## src/common/pci_write_cfg.svh

```systemverilog
// constants of the target memory write path: pci codes, status bits, register map, reset values
// assumes inclusion by bare name from the package and design files
`ifndef PCI_WRITE_CFG_SVH
`define PCI_WRITE_CFG_SVH
`define CMD_MEM_WRITE 4'h7
`define CMD_MEM_WRITE_INV 4'hF
`define TSR_W 12
`define TSR_BAR_LSB 0
`define TSR_BAR_MSB 5
`define TSR_WIDE 7
`define TSR_BUSY 8
`define TSR_BURST 9
`define TSR_PCI_XFER 10
`define REG_CTRL 12'h000
`define REG_STATUS 12'h004
`define REG_XFER_COUNT 12'h008
`define CTRL_ENABLE_BIT 0
`define CTRL_RESET 32'h0000_0001
`define STATUS_STATE_LSB 16
`define BUF_DEPTH 2
`endif

```

## src/common/pci_write_pkg.sv

```systemverilog
// types shared by the target write path modules
// assumes pci_write_cfg.svh is reachable on the include path
package pci_write_pkg;
  `include "pci_write_cfg.svh"
  typedef enum logic [2:0] {
    ST_IDLE = 3'b000,
    ST_DECODE = 3'b001,
    ST_CLAIM = 3'b010,
    ST_DATA = 3'b011,
    ST_TURNOFF = 3'b100,
    ST_RELEASE = 3'b101
  } wr_state_e;
  typedef logic [`TSR_W-1:0] tsr_t;
endpackage

```

## src/common/word_stream_if.sv

```systemverilog
// valid/ready word stream with fill level, joining the write path to its holding buffer
// assumes one clock shared by both ends
`timescale 1ns/1ns
interface word_stream_if #(parameter int W = 72) ();
  logic in_valid;
  logic in_ready;
  logic [W-1:0] in_data;
  logic out_valid;
  logic out_ready;
  logic [W-1:0] out_data;
  logic [1:0] count;
  modport store (input in_valid, in_data, out_ready, output in_ready, out_valid, out_data, count);
  modport user (output in_valid, in_data, out_ready, input in_ready, out_valid, out_data, count);
endinterface

```

## src/design/pci_target_memory_write_path.sv

```systemverilog
// target-side memory write datapath and handshake of a pci target, with local stream and status vector
// assumes pci pins are synchronous to pclk and address decode supplies bar hits in the cycle after the address
//
// Function
// - register ad and byte enables, drive locally
// - assert data valid with registered data
// - transfer strobe when valid and prior ready
// - status bit 10 marks previous pci transfer
// - after last phase drive controls high once
// - next cycle clear status, release controls
// - one cycle later deassert local frame, or once the buffer drains
// - tolerate master and local wait states
// - status bit 9 flags burst detection
// - zero-wait burst streams one clock later
// - master wait drops data valid next cycle, or once the buffer drains
// - withhold trdy until local ready seen
// - claim asserts local frame, bit 7 wide
// - status bit 8 busy while pci occupied
`timescale 1ns/1ns
`include "pci_write_cfg.svh"
module pci_target_memory_write_path
  import pci_write_pkg::*;
#(
  parameter int AD_W = 64,
  parameter int BE_W = 8
) (
  input wire logic pclk,
  input wire logic presetn,
  input wire logic psel,
  input wire logic penable,
  input wire logic pwrite,
  input wire logic [11:0] paddr,
  input wire logic [31:0] pwdata,
  output logic [31:0] prdata,
  output logic pready,
  output logic pslverr,
  input wire logic [AD_W-1:0] ad_in,
  input wire logic [BE_W-1:0] cben_in,
  input wire logic frame_n_in,
  input wire logic irdy_n_in,
  input wire logic req64_n_in,
  input wire logic [5:0] bar_hit,
  output logic trdy_n_out,
  output logic trdy_n_oe,
  output logic devsel_n_out,
  output logic devsel_n_oe,
  output logic ack64_n_out,
  output logic ack64_n_oe,
  output logic stop_n_out,
  output logic stop_n_oe,
  output logic [AD_W-1:0] local_data_out,
  output logic [BE_W-1:0] local_be_out,
  output logic local_data_valid_n,
  input wire logic local_ready_in_n,
  output logic local_transfer_strobe_n,
  output logic local_frame_active_n,
  output tsr_t target_status_vector
);
  localparam int W = AD_W + BE_W;

  if (!(AD_W == 32 || AD_W == 64) || BE_W != AD_W / 8) begin : g_width_check
    $error("write path supports 32 or 64 bit ad with one enable per byte");
  end

  wr_state_e state;
  logic target_enable;
  logic count_clear;
  logic [31:0] xfer_count;
  logic wide_q;
  logic ready_q;
  logic pins_oe;
  logic phase_done;
  logic last_phase;
  logic pop;
  logic [2:0] fill_after;
  logic next_trdy;
  logic cmd_is_write;

  word_stream_if #(.W(W)) ws ();

  two_entry_buffer #(.W(W)) u_buf (
    .pclk(pclk),
    .presetn(presetn),
    .s(ws.store)
  );

  write_path_regs u_regs (
    .pclk(pclk),
    .presetn(presetn),
    .psel(psel),
    .penable(penable),
    .pwrite(pwrite),
    .paddr(paddr),
    .pwdata(pwdata),
    .prdata(prdata),
    .pready(pready),
    .pslverr(pslverr),
    .status_word({13'h0000, state, 4'h0, target_status_vector}),
    .xfer_count(xfer_count),
    .target_enable(target_enable),
    .count_clear(count_clear)
  );

  assign cmd_is_write = (cben_in[3:0] == `CMD_MEM_WRITE) || (cben_in[3:0] == `CMD_MEM_WRITE_INV);
  assign phase_done = (state == ST_DATA) && !trdy_n_out && !irdy_n_in;
  assign last_phase = phase_done && frame_n_in;

  // a completed data phase enters the buffer and is shown from a flip-flop next cycle if the buffer was empty
  assign ws.in_valid = phase_done;
  assign ws.in_data = {be_mask(cben_in), ad_in};
  assign ws.out_ready = ready_q;
  assign local_data_out = ws.out_data[AD_W-1:0];
  assign local_be_out = ws.out_data[W-1:AD_W];
  assign local_data_valid_n = !ws.out_valid;
  assign pop = ws.out_valid && ready_q;
  assign local_transfer_strobe_n = !pop;

  assign trdy_n_oe = pins_oe;
  assign devsel_n_oe = pins_oe;
  assign ack64_n_oe = pins_oe;
  assign stop_n_oe = pins_oe;
  assign stop_n_out = 1'b1;

  function automatic logic [BE_W-1:0] be_mask(input logic [BE_W-1:0] cb);
    return cb;
  endfunction

  // the buffer must keep room for one word in flight after trdy is granted
  assign fill_after = 3'({1'b0, ws.count} + {2'b00, phase_done} - {2'b00, pop});
  assign next_trdy = (state == ST_DATA) && !last_phase && !local_ready_in_n && (fill_after <= 3'd1);

  always_ff @(posedge pclk or negedge presetn) begin
    if (!presetn) begin
      ready_q <= 1'b0;
    end else begin
      ready_q <= !local_ready_in_n;
    end
  end

  always_ff @(posedge pclk or negedge presetn) begin
    if (!presetn) begin
      state <= ST_IDLE;
      wide_q <= 1'b0;
    end else begin
      case (state)
        ST_IDLE: begin
          if (!frame_n_in && cmd_is_write && target_enable) begin
            state <= ST_DECODE;
            wide_q <= !req64_n_in;
          end
        end
        ST_DECODE: begin
          state <= (bar_hit != 6'h00) ? ST_CLAIM : ST_IDLE;
        end
        ST_CLAIM: begin
          state <= ST_DATA;
        end
        ST_DATA: begin
          if (last_phase) begin
            state <= ST_TURNOFF;
          end
        end
        ST_TURNOFF: begin
          state <= ST_RELEASE;
        end
        ST_RELEASE: begin
          // local frame stays up while the buffer still holds write data
          if (ws.count == 2'd0) begin
            state <= ST_IDLE;
          end
        end
        default: begin
          state <= ST_IDLE;
        end
      endcase
    end
  end

  always_ff @(posedge pclk or negedge presetn) begin
    if (!presetn) begin
      trdy_n_out <= 1'b1;
      devsel_n_out <= 1'b1;
      ack64_n_out <= 1'b1;
      pins_oe <= 1'b0;
    end else begin
      trdy_n_out <= !next_trdy;
      if (state == ST_DECODE && bar_hit != 6'h00) begin
        pins_oe <= 1'b1;
      end else if (state == ST_CLAIM) begin
        devsel_n_out <= 1'b0;
        ack64_n_out <= !wide_q;
      end else if (last_phase) begin
        devsel_n_out <= 1'b1;
        ack64_n_out <= 1'b1;
      end else if (state == ST_TURNOFF) begin
        pins_oe <= 1'b0;
      end
    end
  end

  always_ff @(posedge pclk or negedge presetn) begin
    if (!presetn) begin
      target_status_vector <= '0;
    end else if (state == ST_TURNOFF || (state == ST_DECODE && bar_hit == 6'h00)) begin
      target_status_vector <= '0;
    end else begin
      if (state == ST_DECODE) begin
        target_status_vector[`TSR_BAR_MSB:`TSR_BAR_LSB] <= bar_hit;
        target_status_vector[`TSR_WIDE] <= wide_q;
        target_status_vector[`TSR_BUSY] <= 1'b1;
      end
      if ((state == ST_DECODE || state == ST_CLAIM || state == ST_DATA) && !frame_n_in && !irdy_n_in) begin
        target_status_vector[`TSR_BURST] <= 1'b1;
      end
      if (state == ST_DATA || state == ST_CLAIM) begin
        target_status_vector[`TSR_PCI_XFER] <= phase_done;
      end
    end
  end

  always_ff @(posedge pclk or negedge presetn) begin
    if (!presetn) begin
      local_frame_active_n <= 1'b1;
    end else if (state == ST_DECODE && bar_hit != 6'h00) begin
      local_frame_active_n <= 1'b0;
    end else if (state == ST_RELEASE && ws.count == 2'd0) begin
      local_frame_active_n <= 1'b1;
    end
  end

  // counting local transfers; a transfer in the clearing cycle is kept
  always_ff @(posedge pclk or negedge presetn) begin
    if (!presetn) begin
      xfer_count <= 32'h0000_0000;
    end else if (count_clear) begin
      xfer_count <= {31'h0000_0000, pop};
    end else if (pop) begin
      xfer_count <= xfer_count + 32'h0000_0001;
    end
  end
endmodule // pci_target_memory_write_path

```

## src/design/two_entry_buffer.sv

```systemverilog
// two-entry flip-flop buffer with valid/ready on both sides
// assumes the store modport of word_stream_if and one clock
`timescale 1ns/1ns
module two_entry_buffer #(
  parameter int W = 72
) (
  input wire logic pclk,
  input wire logic presetn,
  word_stream_if.store s
);
  logic [W-1:0] slot [0:1];
  logic rd_idx;
  logic wr_idx;
  logic [1:0] fill;
  logic push;
  logic pop;

  assign push = s.in_valid && s.in_ready;
  assign pop = s.out_valid && s.out_ready;
  assign s.in_ready = (fill != 2'd2);
  assign s.out_valid = (fill != 2'd0);
  assign s.out_data = slot[rd_idx];
  assign s.count = fill;

  always_ff @(posedge pclk or negedge presetn) begin
    if (!presetn) begin
      fill <= 2'd0;
    end else begin
      fill <= 2'(fill + {1'b0, push} - {1'b0, pop});
    end
  end

  always_ff @(posedge pclk or negedge presetn) begin
    if (!presetn) begin
      rd_idx <= 1'b0;
      wr_idx <= 1'b0;
    end else begin
      if (push) begin
        wr_idx <= ~wr_idx;
      end
      if (pop) begin
        rd_idx <= ~rd_idx;
      end
    end
  end

  always_ff @(posedge pclk) begin
    if (push) begin
      slot[wr_idx] <= s.in_data;
    end
  end
endmodule // two_entry_buffer

```

## src/design/write_path_regs.sv

```systemverilog
// apb slave holding control, status and transfer count words of the write path
// assumes a zero-wait apb master on pclk; status and count come from the write path
`timescale 1ns/1ns
`include "pci_write_cfg.svh"
module write_path_regs
  import pci_write_pkg::*;
(
  input wire logic pclk,
  input wire logic presetn,
  input wire logic psel,
  input wire logic penable,
  input wire logic pwrite,
  input wire logic [11:0] paddr,
  input wire logic [31:0] pwdata,
  output logic [31:0] prdata,
  output logic pready,
  output logic pslverr,
  input wire logic [31:0] status_word,
  input wire logic [31:0] xfer_count,
  output logic target_enable,
  output logic count_clear
);
  logic [31:0] ctrl;
  logic mapped;
  logic access;

  function automatic logic is_mapped(input logic [11:0] a);
    return (a == `REG_CTRL) || (a == `REG_STATUS) || (a == `REG_XFER_COUNT);
  endfunction

  assign mapped = is_mapped(paddr);
  assign access = psel && penable;
  assign pready = 1'b1;
  assign pslverr = access && !mapped;
  assign target_enable = ctrl[`CTRL_ENABLE_BIT];
  assign count_clear = access && pwrite && (paddr == `REG_XFER_COUNT);

  always_ff @(posedge pclk or negedge presetn) begin
    if (!presetn) begin
      ctrl <= `CTRL_RESET;
    end else if (access && pwrite && paddr == `REG_CTRL) begin
      ctrl <= {31'h0000_0000, pwdata[`CTRL_ENABLE_BIT]};
    end
  end

  // read data is loaded in the setup cycle so it comes from a flip-flop in the access cycle
  always_ff @(posedge pclk or negedge presetn) begin
    if (!presetn) begin
      prdata <= 32'h0000_0000;
    end else if (psel && !penable && !pwrite) begin
      case (paddr)
        `REG_CTRL: prdata <= ctrl;
        `REG_STATUS: prdata <= status_word;
        `REG_XFER_COUNT: prdata <= xfer_count;
        default: prdata <= 32'h0000_0000;
      endcase
    end
  end
endmodule // write_path_regs

```

## config.mk

```make
export PLATFORM = sky130hd
export DESIGN_NAME = pci_target_memory_write_path
export DESIGN_NICKNAME = d
export VERILOG_FILES = /design/src/common/pci_write_pkg.sv /design/src/common/word_stream_if.sv /design/src/design/pci_target_memory_write_path.sv /design/src/design/two_entry_buffer.sv /design/src/design/write_path_regs.sv
export VERILOG_INCLUDE_DIRS = /design/src /design/src/common
export SDC_FILE = /design/constraint.sdc
export NUM_CORES = 1
export LEC_CHECK = 0
export BUFFER_PORTS_ARGS = -buffer_cell sky130_fd_sc_hd__buf_4
export CAP_MARGIN = 10
export CORE_MARGIN = 2
export CORE_UTILIZATION = 48
export DETAILED_ROUTE_END_ITERATION = 10
export MAX_ROUTING_LAYER = met4
export PLACE_DENSITY = 0.74
export SETUP_SLACK_MARGIN = 0.5
export SLEW_MARGIN = 25
export SYNTH_ARGS = -nofsm -noshare
export SYNTH_HDL_FRONTEND = slang
export SYNTH_SLANG_ARGS = --single-unit
```

## constraint.sdc

```tcl
create_clock -name pclk -period 7.3 [get_ports pclk]
set_clock_uncertainty 0.2 [all_clocks]
set_input_delay 1.46 -clock pclk [delete_from_list [all_inputs] [get_ports pclk]]
set_output_delay 1.46 -clock pclk [all_outputs]
set_load 0.05 [all_outputs]
```

Word-level counts from Yosys, hierarchy flattened
Memories as Yosys holds them, arrays and structs flattened.
Index checks and enable logic that the tools add are counted.
{"block": "op_classes", "addsub": 5, "n_lt_le_gt_ge": 1, "eq_ne": 15, "n_mux": 25, "n_bitwise": 3, "n_reduce_logical": 59}
{"operator": "32-bit one-hot mux with 3 select lines", "n": 1}
{"operator": "32-bit 2-to-1 mux", "n": 2}
{"operator": "32-bit by 1-bit adder with 32-bit output (second input constant)", "n": 1}
{"operator": "1-bit logical AND", "n": 22}
{"operator": "3-bit one-hot mux with 6 select lines", "n": 1}
{"operator": "2-bit nonzero test", "n": 8}
{"operator": "1-bit zero test", "n": 13}
{"operator": "1-bit 2-to-1 mux", "n": 13}
{"operator": "12-bit by 3-bit == test with 1-bit output (second input constant)", "n": 1}
{"operator": "12-bit by 4-bit == test with 1-bit output (second input constant)", "n": 1}
{"operator": "12-bit zero test", "n": 1}
{"operator": "6-bit 2-to-1 mux", "n": 2}
{"operator": "2-bit inequality test (second input constant)", "n": 5}
{"operator": "3-bit 2-to-1 mux", "n": 3}
{"operator": "1-bit logical OR", "n": 7}
{"operator": "3-bit by 2-bit == test with 1-bit output (second input constant)", "n": 2}
{"operator": "3-bit == test (second input constant)", "n": 2}
{"operator": "6-bit zero test", "n": 1}
{"operator": "3-bit AND reduction", "n": 2}
{"operator": "6-bit nonzero test", "n": 1}
{"operator": "4-bit by 3-bit == test with 1-bit output (second input constant)", "n": 1}
{"operator": "4-bit == test (second input constant)", "n": 1}
{"operator": "2-bit 2-to-1 mux", "n": 2}
{"operator": "4-bit 2-to-1 mux", "n": 1}
{"operator": "11 further kinds", "n": 14}
{"block": "word_totals", "regBits": 89, "mem_bits_rw": 144, "inputBits": 131, "out_inout_bits": 129, "elab_cells": 126, "n_memories": 1}
{"memory": "u_buf.slot", "depth": 2, "width": 72, "read_ports": 1, "rd_clocked_by_memory_dff": 0, "wr": 1, "line_no": "two_entry_buffer.sv:11", "rtl": "logic [W-1:0] slot [0:1];"}

Longest topological paths before layout
Gate-level depths: netlist of run 1.
{"block": "depth", "ltp_word": 9, "ltp_mapped": 10, "depth_no_buf": 10}

Modules after synthesis
From an unflattened synthesis of run 1, not the netlist that was laid out.
{"block": "hier_totals", "cells_unflattened": 695, "hier_area_um2": 10191.0}
{"mod": "two_entry_buffer", "n_inst": 1, "cells_per_inst": 241, "area_per_inst_um2": 5744.3, "seq_area_each_um2": 4424.2}
{"mod": "pci_target_memory_write_path", "n_inst": 1, "cells_per_inst": 289, "area_per_inst_um2": 2746.4, "seq_area_each_um2": 1306.3}
{"mod": "write_path_regs", "n_inst": 1, "cells_per_inst": 165, "area_per_inst_um2": 1700.4, "seq_area_each_um2": 827.0}

Least setup slack after synthesis of run 1
OpenSTA, ideal clock, no wires.
{"block": "synth_path", "path_type": "input -> register", "startpoint": "input irdy_n_in", "endpoint": "memory u_buf.slot[0][0], enable pin", "arrival_ps": 4896, "required_ps": 6597, "slack_ps": 1701, "cell_stages": 4, "path_cell_list": "nor2_1 and2_1 o21ai_0 nor2_1"}
{"block": "synth_via", "elab_chain_cells": 5}
{"item": "from (decl)", "line_no": "pci_target_memory_write_path.sv:40", "rtl": "input wire logic irdy_n_in,"}
{"item": "1-bit zero test", "line_no": "pci_target_memory_write_path.sv:105", "rtl": "assign phase_done = (state == ST_DATA) && !trdy_n_out && !irdy_n_in;"}
{"item": "1-bit logical AND", "line_no": "pci_target_memory_write_path.sv:105"}
{"item": "1-bit logical AND", "line_no": "two_entry_buffer.sv:18", "rtl": "assign push = s.in_valid && s.in_ready;"}
{"item": "1-bit 2-to-1 mux", "line_no": "two_entry_buffer.sv:48", "rtl": "if (push) begin"}
{"item": "1-bit 2-to-1 mux (not written as such)", "line_no": "two_entry_buffer.sv:49", "rtl": "slot[wr_idx] <= s.in_data;"}
{"item": "to (decl)", "line_no": "two_entry_buffer.sv:11"}
Every way passes these cells.

Final worst setup path of run 1
{"block": "layout_path", "startpoint": "input paddr[9]", "endpoint": "output pslverr"}
{"block": "layout_via", "elab_chain_cells": 5, "elab_cells_between_ends": 7}
{"item": "from (decl)", "line_no": "pci_target_memory_write_path.sv:32", "rtl": "input wire logic [11:0] paddr,"}
{"item": "12-bit by 3-bit == test with 1-bit output (no source line) or 12-bit zero test (tied branches)"}
{"item": "1-bit logical OR", "line_no": "write_path_regs.sv:28", "rtl": "return (a == `REG_CTRL) || (a == `REG_STATUS) || (a == `REG_XFER_COUNT);"}
{"item": "1-bit logical OR (*)", "line_no": "write_path_regs.sv:28"}
{"item": "1-bit zero test (*)", "line_no": "write_path_regs.sv:34", "rtl": "assign pslverr = access && !mapped;"}
{"item": "1-bit logical AND (*)", "line_no": "write_path_regs.sv:34"}
{"item": "to (decl)", "line_no": "pci_target_memory_write_path.sv:36", "rtl": "output logic pslverr,"}
Every way passes the cells marked *; elsewhere a longest branch is shown, timed or not.

==> metrics.yaml, run 1 <==
global_route:
  grt_use_total_pct: 20.2
  grt_pass1_wl_um: 33900
  grt-ovfl-total: 0
  grt_use_met2_pct: 31.4
  grtUsageMet1_pct: 28.4
  grt_max_degree: 73
  met3_usage_pct: 3.57
  busiest_layer: "met2"
  grt_pass1_vias: 6236
  antenna_found_initial: 0
floorplanning:
  core_sq_um: 19500
  die_h_um: 145
  die_w_um: 145
  rows: 51
  dieArea_sq_um: 21100
  ios: 260
  initial_utilization_pct: 49.1
place:
  dpl.hpwl_um: 13900
  io_buffers: 224
  gp_congestion: 0.834
cells_and_area:
  nets: 1024
  fillers: 1504
  n_antenna_cell: 0
  utilization_pct: 62.9
  drive_gt1_share_pct: 39.0
  area_delta_synth_final_pct: 27.9
timing:
  finalSetupViolCount: 0
  rsz0062_at_grt: "no"
  drv_slew: 0
  relSlewSlack_pct: 34.9
  finalHoldViolCount: 0
  fmax_ghz: 0.207
  worstMarginPinSlew_ns: 0.977
  fin_crit_ns: 4.83
  tns_ns: 0
  period_share_pct: 66.1
clock_network:
  cts-buffers-inserted: 24
  clock_sinks: 233
  cts_hold_buf: 0
  cts-htree-levels: 1
  root_buffer: "clkbuf_16"
  clk_path_buf_depth: 3
  cts_setup_buffers: 0
  clkTransAtPathRegs_ns: 0.06
  cts_resized: 0
  insertion_delay_ns: 0.50
  cts_tree: "yes"
routing:
  antenna_left: 0
  drt-total-wl_um: 21300
  first_iter_violations: 425
  wl_per_cell_um: 18.2
  num_vias: 6428
  dr.pass1.iters: 4
  vias_per_cell: 5.49
  drc_errors: 0
worst_setup_path:
  r2r_slack_ns: 4.28
  worstPathArrival_ns: 3.17
  crit_path_start_kind: "input pin"
  worstSetupStartpoint: "paddr[9]"
  critical_path_class: "in -> out"
  path_max_fanout: 26
  worstSetupEndpointType: "primary output"
  worstPathRequired_ns: 5.64
  reg2reg_from: "state[0]"
synthesis:
  syn_area_per_cell_sq_um: 14.3
  ys_seq_area_share_pct: 68.3
  yosysWarnings: 0
  yosysUniqueCellTypes: 45
  ys_ff_latch: 233
  netlist_area_sq_um: 9600
  postSynthCellCount: 672
run:
  cap_violations: 0
pwr:
  leakage_nw: 4.94
  power.total_mw: 4.43
  peakVddDrop_uv: 291
  powerDensity_nw_per_um2: 361
hold_path:
  worstHoldPathType: "reg -> reg"
  min_from: "devsel_n_out"
run_status:
  status: "complete, no violations"
[cells in the mapped netlist, drive strengths merged]
library cell / number / area share (%)
o21bai: 7 / 0.55
mux2: 73 / 8.6
and4: 3 / 0.27
a31oi: 1 / 0.065
inv: 17 / 0.66
nor2b: 3 / 0.20
nor3: 1 / 0.052
a21o: 3 / 0.23
dfstp: 5 / 1.4
o31ai: 10 / 0.78
nand2: 34 / 1.3
nor4: 12 / 0.78
dfrtp: 84 / 22
and2: 7 / 0.46
a21boi: 1 / 0.078
and3b: 2 / 0.18
o211a: 1 / 0.10
nand3: 28 / 1.5
or3: 6 / 0.39
nor2: 21 / 0.82
conb: 2 / 0.078
nand2b: 1 / 0.065
edfxtp: 144 / 45
mux2i: 9 / 0.94
o22ai: 1 / 0.065
nand4: 36 / 2.4
xnor2: 4 / 0.37
xor2: 9 / 0.82
a22o: 35 / 3.2
and3: 5 / 0.33
a21oi: 23 / 1.2
a41oi: 1 / 0.091
fa: 1 / 0.21
a22oi: 1 / 0.078
o21ai: 21 / 1.1
buf: 15 / 0.95
or4: 12 / 1.0
clkbuf: 27 / 1.1
or2: 1 / 0.065
ha: 5 / 0.65
[state kept, by name, summed over array words and instances (netlist names), 2 cells and up]
signal and flops:
target_status_vector 10, u_regs.prdata 32, xfer_count 32, u_buf.slot 144
u_buf.s.count 2, state 3
[critical path, cell delays in order]
cell	delay, ns
buf_4	0.11
nor4_1	0.39
and2_1	0.79
a31oi_1	0.17
buf_4	0.24
[routing by layer]
| layer | wire length, um | share of wire, % |
|---|---|---|
| met4 | 289 | 1.4 |
| met3 | 1580 | 7.4 |
| met5 | 0 | 0 |
| met2 | 9940 | 47 |
| met1 | 9460 | 44 |
[worst paths after layout]
kind | cells past startpoint | to
max | 5 | pslverr
min | 2 | devsel_n_out
max reg2reg | 5 | u_buf.slot[1][53]
min reg2reg | 2 | devsel_n_out
max in group asynchronous | 2 | u_buf.rd_idx
min in group asynchronous | 1 | u_regs.prdata[30]
[layout by cell type (no fill, tap or decap), types with 10 or more instances in the layout]
master	instances
a21oi_1	23
a22o_1	35
buf_4	229
clkbuf_16	25
dfrtp_1	83
edfxtp_1	144
inv_1	17
mux2_2	73
nand2_1	33
nand3_1	28
nand4_1	35
nor2_1	19
nor4_1	12
o21ai_0	20
o31ai_1	10
or4_1	10
[stage by stage]
step	hold slack [ns]	cell area [sq um]	cells	worst slack, ns
2_1_floorplan	0.230	9600	674	1.70
4_1_cts	0.267	12300	1170	2.51
3_5_place_dp	0.259	11500	1126	2.53
6_report	0.261	12300	1170	2.47
3_3_place_gp	0.253	11500	1126	2.56
5_1_grt	0.301	12300	1170	2.31
[power by group]
group	switching [mW]	total [mW]	leakage, nW	internal (mW)
clock	0.482	1.21	0.396	0.724
sequential	0.145	1.70	2.37	1.56
combinational	0.997	1.52	2.17	0.527
[final cells by class]
class / count / area [sq um] / share of cell area (%)
Multi-Input combinational cell: 382 / 2810 / 22.9
Inverter: 17 / 63.8 / 0.520
Sequential cell: 233 / 6560 / 53.4
Timing Repair Buffer: 229 / 1720 / 14.0
Clock buffer: 38 / 732 / 5.96
Clock inverter: 6 / 61.3 / 0.499
Tap cell: 265 / 332 / 2.70
[cells by family (layout without fill, tap and decap cells)]
kind of cell / Yosys count / in the layout / synth area share [%]
buffers and inverters: 59 / 290 / 2.67
xor gates and xnor gates: 13 / 13 / 1.19
and+or+nand+nor: 172 / 172 / 9.83
adders and majority gates: 6 / 6 / 0.861
AOI/OAI and AO/OA: 105 / 105 / 7.54
DFF: 233 / 233 / 68.3
other: 2 / 4 / 0.0783
muxes: 82 / 82 / 9.50
No activity file was read; power rests on OpenSTA's default activity.
==> run 2: changes to the inputs <==
--- a/config.mk
+++ b/config.mk
@@ -6,6 +6,7 @@
 export SDC_FILE = /design/constraint.sdc
 export NUM_CORES = 1
 export LEC_CHECK = 0
+export ABC_AREA = 1
 export BUFFER_PORTS_ARGS = -buffer_cell sky130_fd_sc_hd__buf_4
 export CAP_MARGIN = 10
 export CORE_MARGIN = 2
==> constraint.sdc (replaced) <==
create_clock -name pclk -period 4.5 [get_ports pclk]
set_clock_uncertainty 0.2 [all_clocks]
set_input_delay 0.9 -clock pclk [delete_from_list [all_inputs] [get_ports pclk]]
set_output_delay 0.9 -clock pclk [all_outputs]
set_load 0.05 [all_outputs]
==> metrics.yaml, run 2 <==
global_route:
  antenna_found_initial: 0
  grt-ovfl-total: 0
  grt_use_total_pct: 21.9
  grt_pass1_wl_um: 37000
  grt_max_degree: 79
  grt_pass1_vias: 7209
routing:
  wl_met3_um: 1780
  drt-met1-wl_um: 9790
  top_layer: "met4"
  drc_errors: 0
  wl_met2_um: 11600
  wl_per_cell_um: 15.7
  num_vias: 7512
  antenna_left: 0
  vias_per_cell: 4.98
  first_iter_violations: 522
  dr.pass1.iters: 6
  drt-total-wl_um: 23800
cells_and_area:
  top_regs: "u_buf.slot (144), u_regs.prdata (32), xfer_count (32)"
  top_register: "u_buf.slot"
  final_common_cell: "nand2_1"
  fin_area_sq_um: 12800
  nets: 1358
  area_delta_synth_final_pct: 28.4
  drive_gt1_share_pct: 24.8
  largest_reg_flops: 144
  fin_cells: 1509
  final_cell_mix: "nand2_1, buf_4, edfxtp_1"
  n_antenna_cell: 0
timing:
  tns_ns: 0
  fmax_ghz: 0.296
  worstMarginPinSlew_ns: 0.823
  relSlewSlack_pct: 45.0
  fin_crit_ns: 3.37
  rsz0062_at_grt: "no"
  period_share_pct: 75.0
  drv_slew: 0
  finalSetupViolCount: 0
  finalHoldViolCount: 0
worst_setup_path:
  rr_worst_depth: 11
  path_cells: "inv_2 > buf_4 > nand2_1 > nand2_1 > buf_4"
  worstSetupStartpoint: "u_buf.rd_idx"
  crit_path_start_kind: "flop"
  path_max_fanout: 45
  reg2reg_from: "u_buf.s.count[0]"
  slowest_delay_ns: 0.59
  critical_path_class: "reg -> out"
  worstPathArrival_ns: 2.27
  worstSetupEndpointType: "primary output"
  worstPathRequired_ns: 3.40
  cpMaxStageDelayCell: "inv_2"
clock_network:
  cts_resized: 0
  cts-buffers-inserted: 24
  root_buffer: "clkbuf_16"
  cts_tree: "yes"
  insertion_delay_ns: 0.50
  cts_hold_buf: 0
  cts-htree-levels: 1
  clk_path_buf_depth: 3
  clkTransAtPathRegs_ns: 0.07
  clock_sinks: 233
  cts_setup_buffers: 0
synthesis:
  synth_top_area_share_pct: 43.5
  yosysMostFrequentCell: "nand2_1"
  async_reset_ff_share_pct: 38.2
  synth_edf_count: 144
  synth.top_cells.by_area: "edfxtp_1, dfrtp_1, nand2_1"
  ys_ff_latch: 233
  yosysUniqueCellTypes: 43
  yosysWarnings: 0
  postSynthCellCount: 995
  netlist_top_cells_count: "nand2_1, edfxtp_1, dfrtp_1, nor2_1, inv_1"
  ys_seq_area_share_pct: 65.9
  syn_area_per_cell_sq_um: 10.0
  yosys.area.top_type: "edfxtp_1"
  netlist_area_sq_um: 9950
  ys.flop_type: "edfxtp_1"
place:
  dp_cells: 1465
  placed_cell_area_sq_um: 11900
  io_buffers: 224
  dpl.hpwl_um: 16500
  gp_congestion: 0.930
floorplanning:
  rows: 52
  initial_utilization_pct: 49.0
  dieArea_sq_um: 21900
  die_w_um: 148
  ios: 260
  core_sq_um: 20300
  die_h_um: 148
pwr:
  peakVddDrop_uv: 499
  power.total_mw: 7.31
  powerDensity_nw_per_um2: 572
  leakage_nw: 5.89
hold_path:
  worstHoldPathType: "in -> async"
run_status:
  status: "complete, no violations"
run:
  cap_violations: 0
run 2: layout make-up:
cell class                      count  area [sq um]
Clock buffer                       33           721
Clock inverter                     11           141
Fill cell                        1670          7520
Inverter                           79           297
Multi-Input combinational cell    649          2940
Sequential cell                   233          6560
Tap cell                          270           338
Timing Repair Buffer              234          1790
run 2: final timing paths:
kind | end | slack [ns]
worst max-delay path | local_data_out[33] | 1.13
worst min-delay path | u_regs.prdata[24] | 0.23
worst max register to register | trdy_n_out | 1.91
worst min register to register | devsel_n_out | 0.27
max in group asynchronous | ack64_n_out | 3.13
min in group pclk | devsel_n_out | 0.27
run 2: power breakdown:
group	total (mW)	switching, mW	internal, mW
Combinational	2.67	1.96	0.711
Sequential	2.53	0.129	2.40
Clock	2.11	0.812	1.30
Total	7.31	2.91	4.40
run 2: per-stage QoR:
step           util [%]  setup WS, ns  hold slack, ns
5_1_grt            62.9         0.961           0.274
3_3_place_gp       58.7          1.31           0.261
2_1_floorplan         -        -0.474           0.261
6_report           62.9          1.13           0.229
4_1_cts            62.9          1.08           0.274
3_5_place_dp       58.7          1.29           0.263
run 2: routing by layer:
metal  track usage (%)  up-vias
met4              5.86        0
met3              3.52       40
met5                 -        -
met2              36.8      282
met1              28.0     3509
li1                  -     3681
run 2: worst max-delay path: cells and delay by family (launching register included):
kind	cells	cell delay, ns
flip-flops	1	0.41
buffers and inverters	3	1.18
AND/OR/NAND/NOR	2	0.16
run 2: kinds of logic (layout without fill, tap and decap cells):
| family | after synthesis | after routing | share of synthesized area, % |
|---|---|---|---|
| buffers and inverters | 115 | 357 | 4.80 |
| flip-flops | 233 | 233 | 65.9 |
| AO/OA/AOI/OAI | 70 | 70 | 4.07 |
| other | 2 | 4 | 0.0755 |
| XOR/XNOR | 13 | 13 | 1.14 |
| adder cells (fa/ha/maj) | 6 | 6 | 0.830 |
| AND/OR/NAND/NOR | 556 | 556 | 23.2 |
